===== src/hw/fan_duty_ramp_pkg.sv =====
package fan_duty_ramp_pkg;

    // clock and update timing
    localparam int unsigned SYS_CLK_PERIOD_NS = 10;
    localparam int unsigned NS_PER_SEC        = 1000000000;
    localparam int unsigned UPDATE_BASE_SEC   = 1;
    localparam int unsigned CYCLES_PER_SEC    =
        (NS_PER_SEC / SYS_CLK_PERIOD_NS) * UPDATE_BASE_SEC;
    // base period spans 16 s so that every rate code is a right shift
    localparam int unsigned RATE_BASE_SHIFT   = 4;

    // reset values
    localparam logic [7:0]  DUTY_RESET        = 8'h00;
    localparam logic [31:0] TICK_CNT_RESET    = 32'h0000_0000;
    localparam logic        RAMP_ENABLE_RESET = 1'b0;

    // remote slope: 32 lsb per degree at code 000, halving per code down to 1 lsb at code 101, and 1 lsb at codes 110 and 111
    localparam logic [5:0]  SLOPE_BASE_LSB    = 6'h20;
    localparam logic [2:0]  SLOPE_CODE_MAX    = 3'h5;
    // low temperature field counts in steps of 4 degrees
    localparam int unsigned LOW_TEMP_SHIFT    = 2;
    localparam logic [7:0]  DUTY_FULL         = 8'hff;

    // control mode selection
    typedef enum logic [1:0] {
        MODE_AUTO_TEMP = 2'b00,
        MODE_SW_DUTY   = 2'b01,
        MODE_SW_RPM    = 2'b10
    } ctrl_mode_t;

    // configuration bits, packed in field order
    typedef struct packed {
        logic       ramp_enable;
        logic [1:0] duty_step_size;
        logic [2:0] duty_update_rate;
        logic [1:0] adj_threshold;
        logic [2:0] remote_slope;
        logic [4:0] remote_low_temp;
    } ramp_cfg_t;

endpackage


===== src/hw/duty_rate_ticker.sv =====
`timescale 1ns/100ps
module duty_rate_ticker #(
    parameter int unsigned CYCLES_PER_SEC = fan_duty_ramp_pkg::CYCLES_PER_SEC
) (
    // clock and reset
    input  wire logic       i_sys_clk,
    input  wire logic       i_arst_n,
    // rate code
    input  wire logic [2:0] i_duty_update_rate,
    // update strobe
    output logic            o_tick
);

    localparam logic [31:0] BASE_PERIOD =
        32'(CYCLES_PER_SEC << fan_duty_ramp_pkg::RATE_BASE_SHIFT);

    logic [31:0] cnt_q;
    logic [31:0] cnt_d;
    logic [31:0] period;
    logic        tick_q;
    logic        tick_d;

    // period halves per code: 111 is 1/8 s, 100 is 1 s
    assign period = BASE_PERIOD >> i_duty_update_rate;

    // next count and strobe
    always_comb begin
        cnt_d  = cnt_q + 32'h0000_0001;
        tick_d = 1'b0;
        if (cnt_q >= period - 32'h0000_0001) begin
            cnt_d  = fan_duty_ramp_pkg::TICK_CNT_RESET;
            tick_d = 1'b1;
        end
    end

    // counter registers
    always_ff @(posedge i_sys_clk or negedge i_arst_n) begin
        if (!i_arst_n) begin
            cnt_q  <= fan_duty_ramp_pkg::TICK_CNT_RESET;
            tick_q <= 1'b0;
        end else begin
            cnt_q  <= cnt_d;
            tick_q <= tick_d;
        end
    end

    assign o_tick = tick_q;

endmodule


===== src/hw/fan_duty_ramp_control.sv =====
`timescale 1ns/100ps
module fan_duty_ramp_control #(
    parameter int unsigned CYCLES_PER_SEC = fan_duty_ramp_pkg::CYCLES_PER_SEC
) (
    // clock and reset
    input  wire logic                           i_sys_clk,
    input  wire logic                           i_arst_n,
    // mode and configuration
    input  wire fan_duty_ramp_pkg::ctrl_mode_t  i_ctrl_mode,
    input  wire fan_duty_ramp_pkg::ramp_cfg_t   i_cfg,
    // duty sources
    input  wire logic [7:0]                     i_low_temp_duty,
    input  wire logic [7:0]                     i_remote_temp,
    input  wire logic [7:0]                     i_sw_duty,
    input  wire logic [7:0]                     i_rpm_target,
    input  wire logic                           i_rpm_tick,
    // applied duty and status
    output logic [7:0]                          o_duty_cycle_value,
    output logic [7:0]                          o_target_duty,
    output logic                                o_ramp_active,
    output logic                                o_update_tick
);

    typedef enum logic [1:0] {
        ST_HOLD = 2'b01,
        ST_RAMP = 2'b10
    } ramp_state_t;

    ramp_state_t state_q;
    ramp_state_t state_d;
    logic [7:0]  duty_q;
    logic [7:0]  duty_d;
    logic        rate_tick;
    logic        tick;
    logic [7:0]  auto_target;
    logic [7:0]  target;
    logic [7:0]  gap;
    logic [7:0]  step;
    logic [7:0]  thresh;
    logic        stepping;
    logic        is_auto;
    logic        is_rpm;
    logic        is_sw;

    // absolute difference of two duty values
    function automatic logic [7:0] abs_diff(input logic [7:0] a, input logic [7:0] b);
        abs_diff = (a >= b) ? (a - b) : (b - a);
    endfunction

    // step code to lsb per update
    function automatic logic [7:0] step_lsb(input logic [1:0] code);
        step_lsb = 8'h01 << code;
    endfunction

    // slope code to lsb per degree, smallest slope at 1 lsb
    function automatic logic [5:0] slope_lsb(input logic [2:0] code);
        if (code > fan_duty_ramp_pkg::SLOPE_CODE_MAX) begin
            slope_lsb = 6'h01;
        end else begin
            slope_lsb = fan_duty_ramp_pkg::SLOPE_BASE_LSB >> code;
        end
    endfunction

    // auto update strobe from the rate field
    duty_rate_ticker #(
        .CYCLES_PER_SEC (CYCLES_PER_SEC)
    ) u_ticker (
        .i_sys_clk          (i_sys_clk),
        .i_arst_n           (i_arst_n),
        .i_duty_update_rate (i_cfg.duty_update_rate),
        .o_tick             (rate_tick)
    );

    // remote temperature to target duty
    always_comb begin
        logic signed [8:0] excess;
        logic [13:0]       sum;
        excess = 9'sh000;
        sum    = 14'h0000;
        excess = $signed({i_remote_temp[7], i_remote_temp})
               - $signed({2'b00, i_cfg.remote_low_temp, 2'b00});
        if (excess <= 9'sh000) begin
            auto_target = i_low_temp_duty;
        end else begin
            sum = {6'h00, i_low_temp_duty}
                + 14'(excess[7:0] * slope_lsb(i_cfg.remote_slope));
            auto_target = (sum > 14'(fan_duty_ramp_pkg::DUTY_FULL)) ?
                          fan_duty_ramp_pkg::DUTY_FULL : sum[7:0];
        end
    end

    // mode decode and step parameters
    assign is_auto  = (i_ctrl_mode == fan_duty_ramp_pkg::MODE_AUTO_TEMP);
    assign is_rpm   = (i_ctrl_mode == fan_duty_ramp_pkg::MODE_SW_RPM);
    assign is_sw    = (i_ctrl_mode == fan_duty_ramp_pkg::MODE_SW_DUTY);
    assign target   = is_rpm ? i_rpm_target : (is_sw ? i_sw_duty : auto_target);
    assign gap      = abs_diff(target, duty_q);
    assign step     = step_lsb(i_cfg.duty_step_size);
    assign thresh   = {6'h00, i_cfg.adj_threshold};
    assign stepping = is_rpm || (is_auto && i_cfg.ramp_enable);
    assign tick     = is_rpm ? i_rpm_tick : rate_tick;

    // next duty
    always_comb begin
        duty_d  = duty_q;
        state_d = state_q;
        case (i_ctrl_mode)
            fan_duty_ramp_pkg::MODE_SW_DUTY: begin
                duty_d  = i_sw_duty;
                state_d = ST_HOLD;
            end
            fan_duty_ramp_pkg::MODE_SW_RPM,
            fan_duty_ramp_pkg::MODE_AUTO_TEMP: begin
                if (is_auto && gap <= thresh) begin
                    state_d = ST_HOLD;
                end else if (gap == 8'h00) begin
                    state_d = ST_HOLD;
                end else if (!stepping) begin
                    duty_d  = target;
                    state_d = ST_HOLD;
                end else begin
                    state_d = ST_RAMP;
                    if (tick) begin
                        if (gap <= step) begin
                            duty_d = target;
                        end else if (target > duty_q) begin
                            duty_d = duty_q + step;
                        end else begin
                            duty_d = duty_q - step;
                        end
                    end
                end
            end
            default: begin
                state_d = ST_HOLD;
            end
        endcase
    end

    // duty and state registers
    always_ff @(posedge i_sys_clk or negedge i_arst_n) begin
        if (!i_arst_n) begin
            duty_q  <= fan_duty_ramp_pkg::DUTY_RESET;
            state_q <= ST_HOLD;
        end else begin
            duty_q  <= duty_d;
            state_q <= state_d;
        end
    end

    // outputs
    assign o_duty_cycle_value = duty_q;
    assign o_target_duty      = target;
    assign o_ramp_active      = (state_q == ST_RAMP);
    assign o_update_tick      = tick;
endmodule


===== config.mk =====
export PLATFORM = sky130hd
export DESIGN_NAME = fan_duty_ramp_control
export DESIGN_NICKNAME = d
export VERILOG_FILES = /design/src/hw/fan_duty_ramp_pkg.sv /design/src/hw/duty_rate_ticker.sv /design/src/hw/fan_duty_ramp_control.sv
export SDC_FILE = /design/constraint.sdc
export NUM_CORES = 1
export LEC_CHECK = 0
export BUFFER_PORTS_ARGS = -buffer_cell sky130_fd_sc_hd__buf_2
export CORE_MARGIN = 4
export CORE_UTILIZATION = 61
export DETAILED_ROUTE_END_ITERATION = 16
export GPL_TIMING_DRIVEN = 0
export PLACE_DENSITY = 0.82
export SETUP_SLACK_MARGIN = 0.5
export SYNTH_ARGS = -nofsm -noshare
export SYNTH_HDL_FRONTEND = slang
export SYNTH_SLANG_ARGS = --single-unit

===== constraint.sdc =====
create_clock -name i_sys_clk -period 11 [get_ports i_sys_clk]
set_clock_uncertainty 0.15 [all_clocks]
set_input_delay 2.2 -clock i_sys_clk [delete_from_list [all_inputs] [get_ports i_sys_clk]]
set_output_delay 2.2 -clock i_sys_clk [all_outputs]
set_load 0.02 [all_outputs]

* Yosys cells after proc, flatten, opt, wreduce, memory -nomap -nowiden
Cells that the tools add are included. W data, S select, Z words.
Cells by class: magnitude comparators 8, multipliers 1, shift operators 3, bitwise gates (word level) 0, add/subtract/negate cells 8, reduce and logical (&&, ||, !) cells 8, mux-type cells 21, div/mod/pow operators 0, eq/ne operators 6
Operator list (number):
- $mux W8 | 11
- $add A32 B1 Y32 const B | 1
- $ge A32 B32 Y1 | 1
- $mux W32 | 1
- $shr A31 B3 Y32 const A | 1
- $sub A32 B1 Y32 const B | 1
- $sub A8 B8 Y8 | 3
- $pmux W8 S2 | 1
- $add A8 B14 Y14 | 1
- $gt A14 B8 Y1 const B | 1
- $mul A8 B6 Y14 | 1
- $mux W6 | 2
- $le A9 B1 Y1 const B | 1
- $sub A8 B8 Y9 | 1
- $add A8 B8 Y8 | 1
- $ge A8 B8 Y1 | 1
- $gt A8 B8 Y1 | 1
- $le A8 B2 Y1 | 1
- $le A8 B8 Y1 | 1
- $logic_not A8 Y1 | 1
- $mux W2 | 4
- $shl A1 B2 Y8 const A | 1
- $shr A6 B3 Y6 const A | 1
- $eq A2 B2 Y1 const B | 2
- 11 further kinds | 14
Storage, ports and cells: input port bits 53, output and inout bits 18, memories kept 0, logic and storage cells 59, bits in latches 0, register bits after elaboration 43, memory bits (read-only) 0, memory bits (writable) 0

* Depth between registers and ports, before layout
word-level depth 19, mapped depth 42

* By module
From an unflattened synthesis, not the netlist that was laid out.
Unflattened totals: cells, all modules 822, area, all modules 6794.0 um2
By module, submodules not included:
- fan_duty_ramp_control | times used 1, sequential area each 251.5 um2, area an instance 4286.6 um2, cells each 545
- duty_rate_ticker | times used 1, sequential area each 825.8 um2, area an instance 2507.4 um2, cells each 277

* Worst setup path before layout
Ideal clock, no wire load.
path kind input to register, start input i_cfg[2] (netlist bit), end register duty_q[3] (netlist: o_duty_cycle_value[3]), stages on the path 38, library setup time 126 ps, setup slack -302 ps, data arrival time 11026 ps, buffers on the path 0, path through inv_1 -> ha_1 -> a21oi_1 -> a21boi_0 -> o21ai_0 -> nand2_1 -> xor2_1 -> nor2_1 -> fa_1 -> fa_1 -> fa_1 -> inv_1 -> fa_1 -> inv_1 -> ha_1 -> a21oi_1 -> nor2_1 -> a2111oi_0 -> [... 2 more ...] -> nand4b_1 -> a221oi_1 -> inv_1 -> ha_1 -> nand4_1 -> a31oi_1 -> nor2_2 -> mux2i_1 -> xnor2_1 -> inv_1 -> ha_1 -> o21ai_0 -> nand2b_1 -> a21oi_1 -> a41o_1 -> a21oi_2 -> mux2_2 -> a221o_1
On the way: longest elaborated chain between the ends 17, elaborated cells between the ends (all ways) 28
Ends and longest elaborated chain:
- from (decl) | line fan_duty_ramp_control.sv:10 | input wire fan_duty_ramp_pkg::ramp_cfg_t i_cfg,
- $sub A8 B8 Y9 * | line fan_duty_ramp_control.sv:81 | - $signed({2'b00, i_cfg.remote_low_temp, 2'b00});
- $mul A8 B6 Y14 | line fan_duty_ramp_control.sv:86 | + 14'(excess[7:0] * slope_lsb(i_cfg.remote_slope));
- $add A8 B14 Y14 | line fan_duty_ramp_control.sv:86
- $gt A14 B8 Y1 | line fan_duty_ramp_control.sv:87 | auto_target = (sum > 14'(fan_duty_ramp_pkg::DUTY_FULL)) ?
- $mux W8 | line fan_duty_ramp_control.sv:87
- $mux W8 * | line fan_duty_ramp_control.sv:82 | if (excess <= 9'sh000) begin
- $mux W8 * (2 in a row) | line fan_duty_ramp_control.sv:96 | assign target = is_rpm ? i_rpm_target : (is_sw ? i_sw_duty : auto_target);
- named net o_target_duty[1] | line fan_duty_ramp_control.sv:19 | output logic [7:0] o_target_duty,
- $sub A8 B8 Y8 or $ge A8 B8 Y1 (tied branches) | line fan_duty_ramp_control.sv:47 | abs_diff = (a >= b) ? (a - b) : (b - a);
- $mux W8 | line fan_duty_ramp_control.sv:47
- $le A8 B8 Y1 | line fan_duty_ramp_control.sv:124 | if (gap <= step) begin
- $mux W8 | line fan_duty_ramp_control.sv:124
- $mux W8 | line fan_duty_ramp_control.sv:123 | if (tick) begin
- $mux W8 | line fan_duty_ramp_control.sv:118 | end else if (!stepping) begin
- $mux W8 | line fan_duty_ramp_control.sv:116 | end else if (gap == 8'h00) begin
- $mux W8 | line fan_duty_ramp_control.sv:114 | if (is_auto && gap <= thresh) begin
- $pmux W8 S2 | line fan_duty_ramp_control.sv:107 | case (i_ctrl_mode)
- to (signal assigned) | line fan_duty_ramp_control.sv:143 | duty_q <= fan_duty_ramp_pkg::DUTY_RESET;
- to (signal assigned) | line fan_duty_ramp_control.sv:146 | duty_q <= duty_d;
- to (decl) | line fan_duty_ramp_control.sv:31 | logic [7:0] duty_q;
Mark *: on every way through the listed nets, which the timed path passes. The rest lies on a longest branch. The select of a mux whose other input is x is not followed. A chain may end at the register's enable or synchronous reset.

* Worst setup path in the final report
start input i_remote_temp[2], end register duty_q[3] (netlist: o_duty_cycle_value[3])
On the way: longest elaborated chain between the ends 17, elaborated cells between the ends (all ways) 28
Ends and longest elaborated chain:
- from (decl) | line fan_duty_ramp_control.sv:13 | input wire logic [7:0] i_remote_temp,
- $sub A8 B8 Y9 * | line fan_duty_ramp_control.sv:81
- $mul A8 B6 Y14 | line fan_duty_ramp_control.sv:86
- $add A8 B14 Y14 | line fan_duty_ramp_control.sv:86
- $gt A14 B8 Y1 | line fan_duty_ramp_control.sv:87
- $mux W8 | line fan_duty_ramp_control.sv:87
- $mux W8 * | line fan_duty_ramp_control.sv:82
- $mux W8 * (2 in a row) | line fan_duty_ramp_control.sv:96
- $sub A8 B8 Y8 or $ge A8 B8 Y1 (tied branches) | line fan_duty_ramp_control.sv:47
- $mux W8 | line fan_duty_ramp_control.sv:47
- $le A8 B8 Y1 | line fan_duty_ramp_control.sv:124
- $mux W8 | line fan_duty_ramp_control.sv:124
- $mux W8 | line fan_duty_ramp_control.sv:123
- $mux W8 | line fan_duty_ramp_control.sv:118
- $mux W8 | line fan_duty_ramp_control.sv:116
- $mux W8 | line fan_duty_ramp_control.sv:114
- $pmux W8 S2 | line fan_duty_ramp_control.sv:107
Every way passes the cells marked *; elsewhere a longest branch is shown, timed or not. The select of a mux whose other input is x is not followed.

==> metrics <==
Ys Warns=0; CP peak stage delay=0.54 ns; fin crit period=10.90 ns; Worst EP arrival=10.93 ns; Die H=111 um; Crit path max-delay family=adder cells; clock latency on the worst-skew pair=0.30 ns; I/O Buffers=66; status=finished, final reports clean; cell area after synthesis=6450 um2; final WL=17.4 mm; maximum buffer depth of the clock tree=2; flop-to-flop setup slack=6.90 ns; Final Wtd Congestion=0.949; register cell area after layout=1080 um2; Worst Setup Start Kind=input pin; fin cells=1012; largest net degree at the start of global routing=44; largest family of logic cells by synthesized area=adder cells; Max-Cap Viols=0; antenna violations before repair=0; HP Class=reg2reg; die width=111 um; cts hold-fix bufs=0; Synth top area share=18.4%; syn_nets=941; crit path from=i_remote_temp[2]; utilization after layout=77.1%; pins over their slew limit=0; clk root buf=clkbuf_8; final setup TNS=0 ns; Initial Util=62.5%; Post-synth EDFFs=0; CTS buffer count=5; fillers=676; DP Worst Slack=-0.509 ns; Post-DRT Antenna Nets=0; Worst EP required=11.03 ns; FFs w/ async S/R, synth=100%; reg2reg path depth=16; Starting DRT DRC Count=449; Slew @ Worst Pin=0.973 ns; relative slew slack=35.1%; Final Cycle Share=99.1%; final global-route overflow total=0; Fin. Hold Viols=0; core box area=10300 um2; Final #Nets=1057; via density per instance=5.97; via count=6041; vias in the first global route=6189; xor/xnor share of the synthesized area=7.88%; placed inst area=7230 um2; maximum vdd drop=0.000161 V; ys flop type=dfrtp_1; CP bufs+invs=9; sequential area share after synthesis=16.7%; Setup Viol. Count Final=0; Gate Count Post-Synth=759; Post-synth top cells=ha_1 (95), nor2_1 (95), inv_1 (85); library cells used by synthesis=69; first-pass GRT wire length=28.3 mm; Yosys reg bits=43; post-synth top area cell=ha_1; Max stage delay cell, worst path=fa_1; Setup CP Type=in2reg; Worst Hold Launch=u_ticker.cnt_q[0]$_DFF_PN0_; complex-gate fraction of the synthesized area=17.8%; CTS clk-pin slew, worst paths=0.08 ns; layout cells sized above 1=25.5%; CTS HTree Levels=2; Synth Area in Simple Gates=19.5%; Final WS setup=0.0987 ns; Finished Cell Area=7960 um2; Post-Synth Adder-Cell Area=29.0%; I/O Pins=71; multiplexer share of the synthesized area=2.50%; # rows=37; total power draw=1.32 mW; leakage=4.11 nW; Die ar.=12300 um2; largest cells by area after synthesis=ha_1 (18%), dfrtp_1 (16%), fa_1 (11%); number of cells on the critical path=40; DRC Markers=0; CTS tree=yes; diode count=0; CP Capture Type=flip-flop; hold depth=1; Total GRT Usage=26.9%; CTS Sinks=43; placed insts=961; Area Growth Syn to Fin=23.5%; Fmax=0.0917 GHz; PwrDens=166 nW/um2; WHS=0.339 ns; Post-DP HPWL=13.3 mm; 1st-pass router iterations=5; Synth Area per Inst=8.49 um2; area of the multi-input gates=5460 um2; Top cell by count, worst path=fa_1; RSZ-0062 raised after global routing=yes; Worst R2R Start=o_duty_cycle_value[0]$_DFFE_PN0P_; drt wl/cell=17.2 um; Worst Path Max Fanout=6
worst reg2reg max path, cell delays in order, from the launching register on:
cell,delay (ns)
dfrtp_1,0.44
ha_2,0.23
fa_2,0.35
nand3b_1,0.26
a31oi_4,0.26
nor2_4,0.11
mux2i_4,0.24
ha_4,0.30
nor2b_1,0.25
o21ai_2,0.09
nand2b_1,0.11
a21oi_2,0.06
a41o_1,0.23
a21oi_4,0.15
buf_12,0.15
mux2_4,0.30
a221o_1,0.32
per-layer routing:
layer | routed length, um | up-vias | global-route usage, % | share of wire [%]
li1 | - | 2872 | - | -
met1 | 7130 | 2927 | 34.6 | 41
met2 | 8750 | 201 | 47.5 | 50
met3 | 1090 | 41 | 4.37 | 6.3
met4 | 391 | 0 | 6.08 | 2.3
met5 | 0 | - | 0 | 0
sequential cells by signal, indices dropped and copies added, names as in the netlist:
signal              cells
u_ticker.cnt_q         32
o_duty_cycle_value      8
u_ticker.o_tick         1
state_q                 2
area by class of cell:
class | instances | area share, %
Tap cell | 136 | 2.14
Sequential cell | 43 | 13.5
Inverter | 85 | 4.17
Clock inverter | 2 | 0.157
Buffer | 19 | 1.65
Multi-Input combinational cell | 612 | 68.5
Timing Repair Buffer | 109 | 8.90
Clock buffer | 6 | 0.912
worst paths after layout:
check                                               endpoint
hold / removal                   u_ticker.cnt_q[0]$_DFF_PN0_
min in group asynchronous        u_ticker.cnt_q[5]$_DFF_PN0_
hold reg to reg                  u_ticker.cnt_q[0]$_DFF_PN0_
max in group asynchronous        u_ticker.cnt_q[2]$_DFF_PN0_
setup reg to reg           o_duty_cycle_value[3]$_DFFE_PN0P_
setup / recovery           o_duty_cycle_value[3]$_DFFE_PN0P_
cells in the final DEF (no fill, tap or decap), drive strengths merged, types with 19 or more instances in the layout:
master,instances
a21o,29
a21oi,33
buf,119
dfrtp,42
fa,34
ha,95
inv,85
nand2,52
nand3,22
nor2,96
o21ai,19
xnor2,25
xor2,33
where the power goes:
group / leakage [nW] / internal [mW] / switching, mW
clock: 0.0412 / 0.0444 / 0.0543
sequential: 0.572 / 0.169 / 0.0183
combinational: 3.50 / 0.489 / 0.544
total: 4.11 / 0.702 / 0.616
kinds of logic (layout without fill, tap and decap cells):
| group | Yosys count | in the layout |
|---|---|---|
| flops | 43 | 43 |
| mux | 15 | 15 |
| buf+inv | 104 | 221 |
| xor+xnor | 58 | 58 |
| other cells | 1 | 1 |
| simple gates | 254 | 254 |
| compound gates | 155 | 155 |
| fa+ha+maj | 129 | 129 |
what timing repair did:
| item | CTS | global route |
|---|---|---|
| gates resized for setup | 31 | 30 |
| pin swaps | 31 | 32 |
| endpoints found under the setup margin | 8 | 11 |
| setup buffers | 27 | 16 |
Power figures use the tool's default switching activity.
